==> src/crb_defines.svh <==
/*
 * reset values, bus idle levels and timing counts of the reset and
 * bus hold sequencer. assumes a 10 MHz system clock.
 */
`ifndef CRB_DEFINES_SVH
`define CRB_DEFINES_SVH

// ****************************************
// reset state of the architectural registers
// ****************************************
`define CRB_FLAGS_RST 16'h0002
`define CRB_MSW_RST 16'hfff0
`define CRB_IP_RST 16'hfff0
`define CRB_CS_SEL_RST 16'hf000
`define CRB_SEL_RST 16'h0000
`define CRB_CS_BASE_RST 24'hff0000
`define CRB_BASE_RST 24'h000000
`define CRB_LIMIT_RST 16'hffff
`define CRB_ITAB_BASE_RST 24'h000000
`define CRB_ITAB_LIMIT_RST 16'hffff

// ****************************************
// timing
// ****************************************
`define CRB_CLK_NS 100
`define CRB_INIT_CLKS 50
`define CRB_INIT_W 6
`define CRB_RST_MIN_CLKS 16
// hold latency terms, in clocks
`define CRB_LAT_ODD 7
`define CRB_LAT_COPRO 10
`define CRB_LAT_IRQ 10
`define CRB_LAT_XCH_EVEN 11
`define CRB_LAT_XCH_ODD 17
`define CRB_LAT_STR_BASE 8
`define CRB_LAT_STR_PER 4
`define CRB_LAT_W 10

// ****************************************
// bus levels during reset and idle
// ****************************************
`define CRB_ADDR_RST 24'hffffff
`define CRB_STATUS_IDLE 2'h3

`endif

==> src/crb_pkg.sv <==
/*
 * types shared by the reset and bus hold sequencer.
 * assumes crb_defines.svh supplies the numbers.
 */
package crb_pkg;
    typedef enum logic [3:0] {
        CRB_RESET = 4'h1,
        CRB_INIT = 4'h2,
        CRB_RUN = 4'h4,
        CRB_HOLD = 4'h8
    } crb_state_e;

    typedef enum logic [2:0] {
        CRB_OP_PLAIN = 3'h0,
        CRB_OP_ODD = 3'h1,
        CRB_OP_COPRO = 3'h2,
        CRB_OP_IRQ = 3'h3,
        CRB_OP_XCH_EVEN = 3'h4,
        CRB_OP_XCH_ODD = 3'h5,
        CRB_OP_STRING = 3'h6
    } crb_op_e;
endpackage

==> src/crb_core.sv <==
/*
 * reset sequencing and bus hold arbitration of the processor local bus.
 * assumes a reset source and a bus master outside; the reset pin and
 * hold request are asynchronous and pass a synchroniser here. bus
 * operations are reported by the execution logic through i_op_*.
 */
// Notes on behaviour
// (RQ1) grant hold only after current operation completes
// (RQ2) coprocessor odd or irq ack: 10+2W
// (RQ3) plain odd-aligned word transfer: 7+2W
// (RQ4) exchange word: even 11+2W, odd 17+4W
// (RQ5) locked string ops: 8+N(4+2W)
// (RQ6) halt during reset, init then fetch
// (RQ7) flags, status word, pointer, selectors reset values
// (RQ8) segment bases, limits, interrupt table reset
// (RQ9) descriptors valid, privilege levels zero
// (RQ10) real mode, first fetch at FFFFF0H
// (RQ11) boot decode ignores top bits until strobe
// (RQ12) source holds reset at least 16 clocks
// (RQ13) at least 50 clocks before first cycle
// (RQ14) ignore interrupts during reset initialization
// (RQ15) source holds reset 5 ms after power-up
// (RQ16) pin levels driven while reset high
// (RQ17) reset mid-cycle ends it, controller reinitialised
// (RQ18) bus controller idle outputs during reset
// (RQ19) commands keep driven; optional multimaster float
// (RQ20) float bus except grant, then raise grant
// (RQ21) requester starts no cycle before grant
// (RQ22) reset and hold request synchronised first
`timescale 1ns/1ps
`default_nettype none
`include "crb_defines.svh"
module crb_core
    import crb_pkg::*;
(
    // clock and reset
    input wire logic i_clk_sys,
    input wire logic i_srst,
    // asynchronous pins
    input wire logic i_reset_pin,
    input wire logic i_hold_req,
    input wire logic i_irq,
    input wire logic i_nmi,
    // bus operation reported by execution logic
    input wire logic i_op_start,
    input wire crb_pkg::crb_op_e i_op_kind,
    input wire logic [7:0] i_op_count,
    input wire logic i_op_done,
    input wire logic [3:0] i_wait_states,
    input wire logic i_protected_entered_strobe,
    input wire logic i_multimaster_select,
    // processor pins
    output logic [23:0] o_addr,
    output logic o_addr_oe_n,
    output logic o_data_oe_n,
    output logic [1:0] o_bus_status_pair,
    output logic o_coprocessor_ack,
    output logic o_byte_high_enable,
    output logic o_lock,
    output logic o_mem_io_sel,
    output logic o_code_or_irq_ack,
    output logic o_hold_grant,
    output logic o_ready,
    // bus controller idle levels
    output logic o_addr_latch_en,
    output logic o_transceiver_enable,
    output logic o_transceiver_direction,
    output logic o_cascade_enable,
    output logic o_cmd_n,
    output logic o_cmd_oe_n,
    // status
    output logic o_fetch_enable,
    output logic [23:0] o_fetch_addr,
    output logic o_real_mode,
    output logic o_boot_full_decode,
    output logic o_irq_taken,
    output logic o_nmi_taken,
    output logic [15:0] o_flags,
    output logic [15:0] o_machine_status_word,
    output logic [15:0] o_instruction_pointer,
    output logic [15:0] o_cs_sel,
    output logic [23:0] o_cs_base,
    output logic [15:0] o_seg_limit,
    output logic [15:0] o_interrupt_table_limit,
    output logic [23:0] o_interrupt_table_base,
    output logic [3:0] o_seg_valid,
    output logic [7:0] o_seg_priv,
    output logic [15:0] o_hold_latency_bound
);
    // ****************************************
    // synchronisers
    // ****************************************
    logic rst_lvl;
    logic hold_lvl;

    crb_sync u_sync_rst
    (
        .i_clk_sys(i_clk_sys),
        .i_srst(i_srst),
        .i_pin(i_reset_pin),
        .o_level(rst_lvl)
    ); // RQ22

    crb_sync u_sync_hold
    (
        .i_clk_sys(i_clk_sys),
        .i_srst(i_srst),
        .i_pin(i_hold_req),
        .o_level(hold_lvl)
    ); // RQ22

    // ****************************************
    // sequencer state
    // ****************************************
    crb_state_e state_r;
    crb_state_e state_nxt;
    logic [`CRB_INIT_W-1:0] init_cnt_r;
    logic [`CRB_INIT_W-1:0] init_cnt_nxt;
    logic busy_r;
    logic busy_nxt;
    logic [15:0] lat_r;
    logic [15:0] lat_nxt;
    logic [15:0] lat_now;
    logic [15:0] w2;
    logic full_dec_r;
    logic full_dec_nxt;
    logic irq_r;
    logic irq_nxt;
    logic nmi_r;
    logic nmi_nxt;
    logic grant_r;
    logic grant_nxt;
    logic in_rst;
    logic in_rst_r;
    logic op_end;

    // the reset pin or the synchronous reset both hold the sequencer halted
    assign in_rst = rst_lvl | i_srst;
    assign op_end = busy_r & i_op_done;
    assign w2 = {11'h0, i_wait_states, 1'b0};

    // worst case grant delay of the operation being started
    always_comb
    begin
        lat_now = 16'h0;
        case (i_op_kind)
            CRB_OP_ODD: lat_now = 16'(`CRB_LAT_ODD) + w2; // RQ3
            CRB_OP_COPRO: lat_now = 16'(`CRB_LAT_COPRO) + w2; // RQ2
            CRB_OP_IRQ: lat_now = 16'(`CRB_LAT_IRQ) + w2; // RQ2
            CRB_OP_XCH_EVEN: lat_now = 16'(`CRB_LAT_XCH_EVEN) + w2; // RQ4
            CRB_OP_XCH_ODD: lat_now = 16'(`CRB_LAT_XCH_ODD) + {w2[14:0], 1'b0}; // RQ4
            CRB_OP_STRING: lat_now = 16'(`CRB_LAT_STR_BASE)
                + 16'({8'h0, i_op_count} * (16'(`CRB_LAT_STR_PER) + w2)); // RQ5
            default: lat_now = 16'h0;
        endcase
    end

    always_comb
    begin
        state_nxt = state_r;
        init_cnt_nxt = init_cnt_r;
        busy_nxt = busy_r;
        lat_nxt = lat_r;
        full_dec_nxt = full_dec_r;
        irq_nxt = 1'b0;
        nmi_nxt = 1'b0;
        grant_nxt = 1'b0;
        case (state_r)
            CRB_RESET:
            begin
                busy_nxt = 1'b0; // RQ17
                full_dec_nxt = 1'b0; // RQ11
                init_cnt_nxt = '0;
                if (!in_rst)
                begin
                    state_nxt = CRB_INIT; // RQ6
                end
            end
            CRB_INIT:
            begin
                init_cnt_nxt = init_cnt_r + 1'b1;
                if (init_cnt_r == `CRB_INIT_W'(`CRB_INIT_CLKS - 1))
                begin
                    state_nxt = CRB_RUN; // RQ13
                end
            end
            CRB_RUN:
            begin
                irq_nxt = i_irq;
                nmi_nxt = i_nmi;
                if (i_protected_entered_strobe)
                begin
                    full_dec_nxt = 1'b1;
                end
                if (busy_r)
                begin
                    if (i_op_done)
                    begin
                        busy_nxt = 1'b0;
                    end
                end
                else if (i_op_start && !hold_lvl)
                begin
                    busy_nxt = 1'b1;
                    lat_nxt = lat_now;
                end
                // a new operation is not started while a request waits
                if (hold_lvl && (!busy_r || op_end))
                begin
                    state_nxt = CRB_HOLD; // RQ1
                end
            end
            CRB_HOLD:
            begin
                grant_nxt = hold_lvl; // RQ20
                if (!hold_lvl)
                begin
                    state_nxt = CRB_RUN;
                end
            end
            default:
            begin
                state_nxt = CRB_RESET;
            end
        endcase
        if (in_rst)
        begin
            state_nxt = CRB_RESET; // RQ6
            grant_nxt = 1'b0;
            irq_nxt = 1'b0; // RQ14
            nmi_nxt = 1'b0; // RQ14
        end
    end

    always_ff @(posedge i_clk_sys)
    begin
        if (i_srst)
        begin
            state_r <= CRB_RESET;
            init_cnt_r <= '0;
            busy_r <= 1'b0;
            lat_r <= 16'h0;
            full_dec_r <= 1'b0;
            irq_r <= 1'b0;
            nmi_r <= 1'b0;
            grant_r <= 1'b0;
            in_rst_r <= 1'b1;
        end
        else
        begin
            state_r <= state_nxt;
            init_cnt_r <= init_cnt_nxt;
            busy_r <= busy_nxt;
            lat_r <= lat_nxt;
            full_dec_r <= full_dec_nxt;
            irq_r <= irq_nxt;
            nmi_r <= nmi_nxt;
            grant_r <= grant_nxt;
            in_rst_r <= in_rst;
        end
    end

    // ****************************************
    // architectural state loaded at reset
    // ****************************************
    logic [15:0] flags_r;
    logic [15:0] msw_r;
    logic [15:0] ip_r;
    logic [15:0] cs_sel_r;
    logic [23:0] cs_base_r;
    logic [3:0] valid_r;
    logic [7:0] priv_r;

    // held at reset values until execution logic exists beyond this block
    always_ff @(posedge i_clk_sys)
    begin
        if (i_srst || in_rst)
        begin
            flags_r <= `CRB_FLAGS_RST; // RQ7
            msw_r <= `CRB_MSW_RST; // RQ7
            ip_r <= `CRB_IP_RST; // RQ7
            cs_sel_r <= `CRB_CS_SEL_RST; // RQ7
            cs_base_r <= `CRB_CS_BASE_RST; // RQ8
            valid_r <= 4'hf; // RQ9
            priv_r <= 8'h00; // RQ9
        end
    end

    // ****************************************
    // output registers
    // ****************************************
    logic drive;
    logic floating;

    assign floating = (state_nxt == CRB_HOLD) || (grant_r && (state_r == CRB_HOLD) && !in_rst); // RQ20
    assign drive = !in_rst && !floating;

    always_ff @(posedge i_clk_sys)
    begin
        if (i_srst)
        begin
            o_addr <= `CRB_ADDR_RST;
            o_addr_oe_n <= 1'b0;
            o_data_oe_n <= 1'b1;
            o_bus_status_pair <= `CRB_STATUS_IDLE;
            o_coprocessor_ack <= 1'b1;
            o_byte_high_enable <= 1'b1;
            o_lock <= 1'b1;
            o_mem_io_sel <= 1'b0;
            o_code_or_irq_ack <= 1'b0;
            o_ready <= 1'b1;
            o_cmd_oe_n <= 1'b0;
            o_fetch_enable <= 1'b0;
        end
        else
        begin
            // while reset is high the pins hold their reset levels
            o_addr <= in_rst ? `CRB_ADDR_RST : (cs_base_r + {8'h00, ip_r}); // RQ16
            o_addr_oe_n <= floating || (in_rst && i_multimaster_select); // RQ19
            o_data_oe_n <= 1'b1; // RQ16
            o_bus_status_pair <= `CRB_STATUS_IDLE; // RQ16
            o_coprocessor_ack <= 1'b1;
            o_byte_high_enable <= 1'b1;
            o_lock <= 1'b1;
            o_mem_io_sel <= drive ? 1'b1 : 1'b0; // RQ16
            o_code_or_irq_ack <= drive ? 1'b1 : 1'b0; // RQ16
            o_ready <= !(in_rst && busy_r); // RQ17
            o_cmd_oe_n <= in_rst && i_multimaster_select; // RQ19
            o_fetch_enable <= (state_nxt == CRB_RUN) && !floating; // RQ13
        end
    end

    // bus controller idle while reset holds the status pair high
    always_ff @(posedge i_clk_sys)
    begin
        if (i_srst)
        begin
            o_addr_latch_en <= 1'b0;
            o_transceiver_enable <= 1'b0;
            o_transceiver_direction <= 1'b1;
            o_cascade_enable <= 1'b0;
            o_cmd_n <= 1'b1;
        end
        else
        begin
            o_addr_latch_en <= 1'b0; // RQ18
            o_transceiver_enable <= 1'b0; // RQ18
            o_transceiver_direction <= 1'b1; // RQ18
            o_cascade_enable <= 1'b0; // RQ18
            o_cmd_n <= 1'b1; // RQ19
        end
    end

    always_ff @(posedge i_clk_sys)
    begin
        if (i_srst)
        begin
            o_hold_grant <= 1'b0;
            o_fetch_addr <= `CRB_CS_BASE_RST + {8'h00, `CRB_IP_RST};
            o_real_mode <= 1'b1;
            o_boot_full_decode <= 1'b0;
            o_irq_taken <= 1'b0;
            o_nmi_taken <= 1'b0;
            o_hold_latency_bound <= 16'h0;
        end
        else
        begin
            o_hold_grant <= grant_r && (state_r == CRB_HOLD) && !in_rst; // RQ20
            o_fetch_addr <= cs_base_r + {8'h00, ip_r}; // RQ10
            o_real_mode <= 1'b1; // RQ10
            o_boot_full_decode <= full_dec_r; // RQ11
            o_irq_taken <= irq_r;
            o_nmi_taken <= nmi_r;
            o_hold_latency_bound <= lat_r;
        end
    end

    assign o_flags = flags_r;
    assign o_machine_status_word = msw_r;
    assign o_instruction_pointer = ip_r;
    assign o_cs_sel = cs_sel_r;
    assign o_cs_base = cs_base_r;
    assign o_seg_limit = `CRB_LIMIT_RST; // RQ8
    assign o_interrupt_table_limit = `CRB_ITAB_LIMIT_RST; // RQ8
    assign o_interrupt_table_base = `CRB_ITAB_BASE_RST; // RQ8
    assign o_seg_valid = valid_r;
    assign o_seg_priv = priv_r;

    logic unused_ok;
    assign unused_ok = in_rst_r;
endmodule
`default_nettype wire

==> src/crb_sync.sv <==
/*
 * three-stage synchroniser with agreement filter for one pin.
 * assumes the pin may change at any time relative to i_clk_sys.
 */
`timescale 1ns/1ps
`default_nettype none
module crb_sync
(
    // clock and reset
    input wire logic i_clk_sys,
    input wire logic i_srst,
    // pin and result
    input wire logic i_pin,
    output logic o_level
);
    logic [2:0] sh_r;
    logic [2:0] sh_nxt;
    logic lvl_r;
    logic lvl_nxt;

    always_comb
    begin
        sh_nxt = {sh_r[1:0], i_pin};
        lvl_nxt = lvl_r;
        // stage 0 is only read by stage 1; only settled stages vote
        if (sh_r[1] == sh_r[2])
        begin
            lvl_nxt = sh_r[2];
        end
    end

    always_ff @(posedge i_clk_sys)
    begin
        if (i_srst)
        begin
            sh_r <= 3'h0;
            lvl_r <= 1'b0;
        end
        else
        begin
            sh_r <= sh_nxt;
            lvl_r <= lvl_nxt;
        end
    end

    assign o_level = lvl_r;
endmodule
`default_nettype wire

==> config.mk <==
export PLATFORM = sky130hd
export DESIGN_NAME = crb_core
export DESIGN_NICKNAME = d
export VERILOG_FILES = /design/src/crb_pkg.sv /design/src/crb_core.sv /design/src/crb_sync.sv
export VERILOG_INCLUDE_DIRS = /design/src
export SDC_FILE = /design/constraint.sdc
export NUM_CORES = 1
export LEC_CHECK = 0
export BUFFER_PORTS_ARGS = -buffer_cell sky130_fd_sc_hd__buf_2
export CAP_MARGIN = 20
export CELL_PAD_IN_SITES_DETAIL_PLACEMENT = 0
export CELL_PAD_IN_SITES_GLOBAL_PLACEMENT = 1
export CORE_MARGIN = 3
export CORE_UTILIZATION = 36
export CTS_CLUSTER_SIZE = 30
export DETAILED_ROUTE_END_ITERATION = 10
export PLACE_DENSITY_LB_ADDON = 0.12
export SKIP_LAST_GASP = 1
export SYNTH_ARGS = -nofsm -noshare
export SYNTH_HDL_FRONTEND = slang
export SYNTH_HIERARCHICAL = 1
export SYNTH_SLANG_ARGS = --single-unit
==> constraint.sdc <==
create_clock -name i_clk_sys -period 12.2 [get_ports i_clk_sys]
set_input_delay 1.83 -clock i_clk_sys [delete_from_list [all_inputs] [get_ports i_clk_sys]]
set_output_delay 1.83 -clock i_clk_sys [all_outputs]
set_load 0.02 [all_outputs]
# After elaboration in Yosys (flattened, before gate mapping)
# Index checks and enable logic that the tools add are counted.
[op_classes]
mul = 1
muxes = 14
bitwise = 5
n_shift = 0
div = 0
reduce_logical = 24
add_sub_neg = 7
eq_ne = 16
order_cmp = 0
[ops]
columns = ["cell", "n"]
rows = [
  ["15-bit one-hot mux with 5 select lines", 1],
  ["4-bit 2-to-1 mux", 4],
  ["4-bit one-hot mux with 4 select lines", 1],
  ["4-bit by 14-bit adder with 15-bit output, first input constant", 1],
  ["8-bit by 6-bit multiplier with 14-bit output", 1],
  ["3-bit by 5-bit adder with 6-bit output, first input constant", 2],
  ["4-bit by 5-bit adder with 6-bit output, first input constant", 2],
  ["6-bit one-hot mux with 2 select lines", 1],
  ["3-bit equality test, second input constant", 3],
  ["4-bit by 3-bit equality test with 1-bit output, second input constant", 2],
  ["4-bit equality test, second input constant", 2],
  ["1-bit logical AND", 8],
  ["5-bit by 6-bit adder with 7-bit output, first input constant", 1],
  ["6-bit by 1-bit adder with 6-bit output, second input constant", 1],
  ["3-bit by 2-bit equality test with 1-bit output, second input constant", 2],
  ["6-bit equality test, second input constant", 1],
  ["3-bit OR reduction", 2],
  ["1-bit zero test", 5],
  ["1-bit 2-to-1 mux", 5],
  ["4-bit by 1-bit equality test with 1-bit output, second input constant", 1],
  ["4-bit by 2-bit equality test with 1-bit output, second input constant", 1],
  ["1-bit one-hot mux with 2 select lines", 2],
  ["2-bit nonzero test", 2],
  ["2-bit OR reduction", 2],
  ["other kinds (9)", 14],
]
[word_totals]
n_memories = 0
output_inout_bits = 242
mem_bits_rw = 0
latch_bits = 0
romBits = 0
reg_bits = 68
elab_cells = 90

# Longest topological paths before layout
[logic_depth]
ltp_word = 11
ltp_mapped = 17
depth_no_buf = 16

# Hierarchy
# Netlist, hierarchy kept.
[by_module_without_submodules]
columns = ["mod", "cells_each", "area_per_inst_um2", "instances"]
rows = [
  ["crb_core", 618, 5331.4, 1],
  ["crb_sync", 10, 112.6, 2],
]

# Least setup slack after synthesis
# Ideal clock, no wire load.
[synth_timing]
path_kind = "input port to flip-flop"
startpoint = "input i_wait_states[1]"
endpoint = "register lat_r[11]"
setup_time_ns = 0.124
t_arrival_ns = 5.824
slack_ns = 6.252
path_buffers = 1
cell_stages = 16
required_ns = 12.076
cell_sequence = "clkbuf_1 -> inv_1 -> ha_1 -> nand2b_1 -> fa_1 -> fa_1 -> inv_1 -> fa_1 -> ha_1 -> ha_1 -> fa_1 -> a211oi_1 -> o21bai_1 -> a21oi_1 -> xor2_1 -> o21ai_0"
[synth_between]
elab_chain_cells = 4
[synth_lines]
columns = ["item", "line", "rtl"]
rows = [
  ["start, declared", "crb_core.sv:49", "input wire logic [3:0] i_wait_states,"],
  ["3-bit by 5-bit adder with 6-bit output", "crb_core.sv:153", "+ 16'({8'h0, i_op_count} * (16'(`CRB_LAT_STR_PER) + w2));"],
  ["8-bit by 6-bit multiplier with 14-bit output", "crb_core.sv:153", ""],
  ["4-bit by 14-bit adder with 15-bit output", "crb_core.sv:152", "CRB_OP_STRING: lat_now = 16'(`CRB_LAT_STR_BASE)"],
  ["15-bit one-hot mux with 5 select lines", "crb_core.sv:146", "case (i_op_kind)"],
  ["end signal, assigned", "crb_core.sv:254", "lat_r <= lat_nxt;"],
  ["end, declared", "crb_core.sv:121", "logic [15:0] lat_r;"],
]
# Every way passes these cells.
# A chain may end at the register's enable or synchronous reset.

# Worst setup path after layout
# Ends and elaborated chain as after synthesis.

==> out/summary.txt <==
STA
--------------------------------------------------------------------------------------
Worst-case hold slack                                                         435.5 ps
Headroom to the max-slew limit                                                  48.50%
Total negative slack for setup checks                                             0 ps
Unrepaired setup endpoints after global routing                                     no
Minimum period implied by the final worst setup slack                          6066 ps
Ratio of final minimum period to clock period                                   49.72%
Worst setup skew after layout                                                 5.665 ps
Worst slew pin tran                                                           772.5 ps
# setup viols final                                                                  0
Smallest setup slack after layout                                              6134 ps
Slew Viols, Final                                                                    0
Hold Vio Cnt, Final                                                                  0
Highest Clock Rate                                                           164.8 MHz

YOSYS
--------------------------------------------------------------------------------------
Most instantiated flip-flop cell in the synthesis netlist                      dfxtp_1
Number of distinct standard cells referenced by the synthesized netlist             58
Post-synthesis register bit count                                                   63
Gate count after technology mapping                                                638
Post-Syn Area                                                                5557 um^2
Area share of the leading cell type in the synthesized netlist                  29.45%
Number of enable flip-flop cells after synthesis                                     0
Biggest area consumer among synthesized cells                                    buf_4
Ranking of synthesized cells by area                                      buf_4, dfxtp_1, ha_1, fa_1, nor2b_1
Share of synthesized flip-flops with an asynchronous set or reset                   0%
Most frequently used cell type in the post-synthesis netlist                     buf_4
Warnings, synthesis                                                                  6
Most used standard cells in the synthesized netlist                       buf_4, dfxtp_1, ha_1
Sequential area share after synthesis                                           22.70%
Per-instance average area after synthesis                                   8.709 um^2

DETAILED ROUTING
--------------------------------------------------------------------------------------
DRT antenna net count                                                                0
Drt wl/cell                                                                   10.97 um
DRC violation count after routing                                                    0
Count of vias placed by the detailed router                                       3414
Count of routing violations after the opening detailed-route iteration              92
Post-DR vias/cell                                                                3.920
First-pass iteration count of the detailed router                                    4
Wirelength, routed                                                             9551 um

CTS
--------------------------------------------------------------------------------------
Resized Gates After CTS                                                              0
Max H-tree Level                                                                     3
Maximum root-to-sink buffer count                                                    2
TritonCTS buffer count                                                               9
Cell at the root of the clock tree                                           clkbuf_16
Clock insertion delay at the later pin of the skew report                       330 ps
Clk pin slew, worst setup/hold paths                                             50 ps
Clock tree from TritonCTS                                                        built
Setup bufs post-CTS                                                                  0
Post-CTS Hold Fix Bufs                                                               0
Clock Sinks                                                                         63

PLACED DESIGN
--------------------------------------------------------------------------------------
Setup slack after placement                                                    5788 ps
Global placement routability congestion                                         0.7712
Total of buffers placed on input and output ports                                   53
Cell total after placement                                                         855
HPWL Detailed                                                                  7710 um

FINISH
--------------------------------------------------------------------------------------
Synth-to-layout area growth                                                    -1.126%
Final non-filler cell total                                                        871
Antenna cell count                                                                   0
Fraction of layout instances using a drive strength above 1                     11.35%
Number of nets in the finished design                                              771

DIE
--------------------------------------------------------------------------------------
Row cnt                                                                             44
Number of top-level design ports                                                   267
Initial core utilization                                                        37.52%
Y dimension of the die                                                        130.2 um
Die area                                                                    16960 um^2
Width of the chip                                                             130.2 um
Total core area                                                             14810 um^2

CRITICAL PATH
--------------------------------------------------------------------------------------
CP dominant cell by count                                                         fa_1
Critical Path Max Stage Delay                                                   540 ps
Kind of cell adding the most delay to the critical path                    adder cells
Cell Chain, Critical Path                                                 buf_2, ha_1, xor2_1, nand2_1, fa_1, fa_1, inv_1, fa_1, ha_1, ha_1, fa_1, a211oi_1, o21bai_1, a21oi_1, xor2_1, o21ai_0
Buf/Inv on CP                                                                        2
Type of the worst setup path                                                 in -> reg
Worst setup slack for register-to-register paths                               9820 ps
Slowest stage cell on the critical path                                           fa_1
Arrival time at the worst endpoint                                             6270 ps
CP Max Fanout                                                                       20
Startpoint of the worst setup timing path                                 i_wait_states[1]
CP Launch Type                                                            primary input
Critical Path RT                                                              12400 ps
Startpoint of the worst-slack reg-to-reg timing path                        state_r[2]
Number of cells traversed by the worst register-to-register path                     5
FF-to-FF End                                                                  lat_r[3]
Crit path capture type                                                       flip-flop

JOB
--------------------------------------------------------------------------------------
Max-Cap Viols                                                                        0

GLOBAL ROUTE
--------------------------------------------------------------------------------------
Global-route wire length before repair                                        14360 um
GRT Util Overall                                                                10.43%
Initial antenna violation count                                                      0
Maximum number of pins on one net before global-route repair                        41
Total grt overflow                                                                   0
Number of global-route vias before repair                                         2921

HOLD PATH
--------------------------------------------------------------------------------------
Classification of the worst-slack hold path                                 reg -> reg
Worst-case hold path end point                                            u_sync_rst/sh_r[1]
Number of instances on the worst hold path                                           1
Source of the worst hold timing path                                      u_sync_rst/sh_r[0]

PWR
--------------------------------------------------------------------------------------
PD cells                                                                  131.9 nW/um^2
IR Drop Worst-Case VDD                                                      0.05766 mV
Cell leakage power                                                            2.903 nW

STATUS
--------------------------------------------------------------------------------------
Run status                                                                finished clean

[through the flow]
step                area (um^2)  utilization (%)  power [mW]
detailed placement         5149            34.77      0.4331
global placement           5149            34.77      0.4342
global route               5494            37.10      0.7750
finish                     5494            37.10      0.7246
CTS                        5494            37.10      0.7328
floorplan                  6349                -      0.4502
[power by group]
group	switching [mW]	total [mW]	internal, mW
Sequential	0.00678	0.216	0.209
Clock	0.0948	0.295	0.200
Combinational	0.147	0.214	0.0667
[state kept, by name, indices dropped and copies added (netlist names), 3 cells and up]
name / cells
u_sync_rst/sh_r: 3
lat_r: 15
o_hold_latency_bound: 15
u_sync_hold/sh_r: 3
state_r: 4
init_cnt_r: 6
[how the worst max path moves through the flow]
stage,to,cells past startpoint
3_5_place_dp,lat_r[11],16
5_1_grt,lat_r[11],16
2_1_floorplan,lat_r[11],16
3_3_place_gp,lat_r[11],16
4_1_cts,lat_r[11],16
6_report,lat_r[11],16
[area by class of cell]
class                   count  area, um^2
flip-flops and latches     63        1261
inverters                  35       131.4
multi-input cells         520        3261
clock inverters             7       120.1
repair buffers             53       265.3
fillers                  1542        9315
clock buffers               9       225.2
well taps                 184       230.2
[layout by cell type (no fill, tap or decap), types with 2 or more instances in the layout]
cell       synthesis  layout
xnor2_1            3       3
a21o_1             6       6
or3_1              2       2
or2_2              2       2
nor2b_1           41      41
nor3_1             5       5
conb_1             2     213
nand2b_1           7       7
fa_1              20      20
o21ai_0           14      14
o2bb2ai_1          4       4
o211a_1            2       2
bufinv_16          0       3
dfxtp_1           63      63
and3_1            10      10
o21ai_1            3       3
nand2_1           25      25
buf_2              2      53
a21oi_1           22      22
nor2_1            22      22
a211oi_1           5       5
o21a_1             3       3
mux2i_1            2       2
and2_1            13      13
clkbuf_16          0       9
nand4_1            3       3
inv_1             35      35
a22o_1             2       2
nand3_1           10      10
o31ai_1            3       3
ha_1              44      44
xor2_1             9       9
[routing by layer]
layer  up-vias  wire length [um]  global-route usage (%)
met5         -                 0                       0
met4         0               124                   4.279
met3         7               560                   1.596
met2       132              4654                   17.02
met1      1545              4212                   13.78
li1       1730                 -                       -
[cell families (layout without fill, tap and decap cells)]
kind of cell / after synthesis / after routing / share of synthesized area [%]
xor gates and xnor gates: 12 / 12 / 1.892
and+or+nand+nor: 153 / 153 / 15.94
buffers and inverters: 266 / 104 / 32.88
DFF: 63 / 63 / 22.70
other: 2 / 213 / 0.1352
adders and majority gates: 64 / 64 / 17.11
muxes: 3 / 3 / 0.5629
AOI/OAI and AO/OA: 75 / 75 / 8.782
Power figures use the tool's default switching activity.
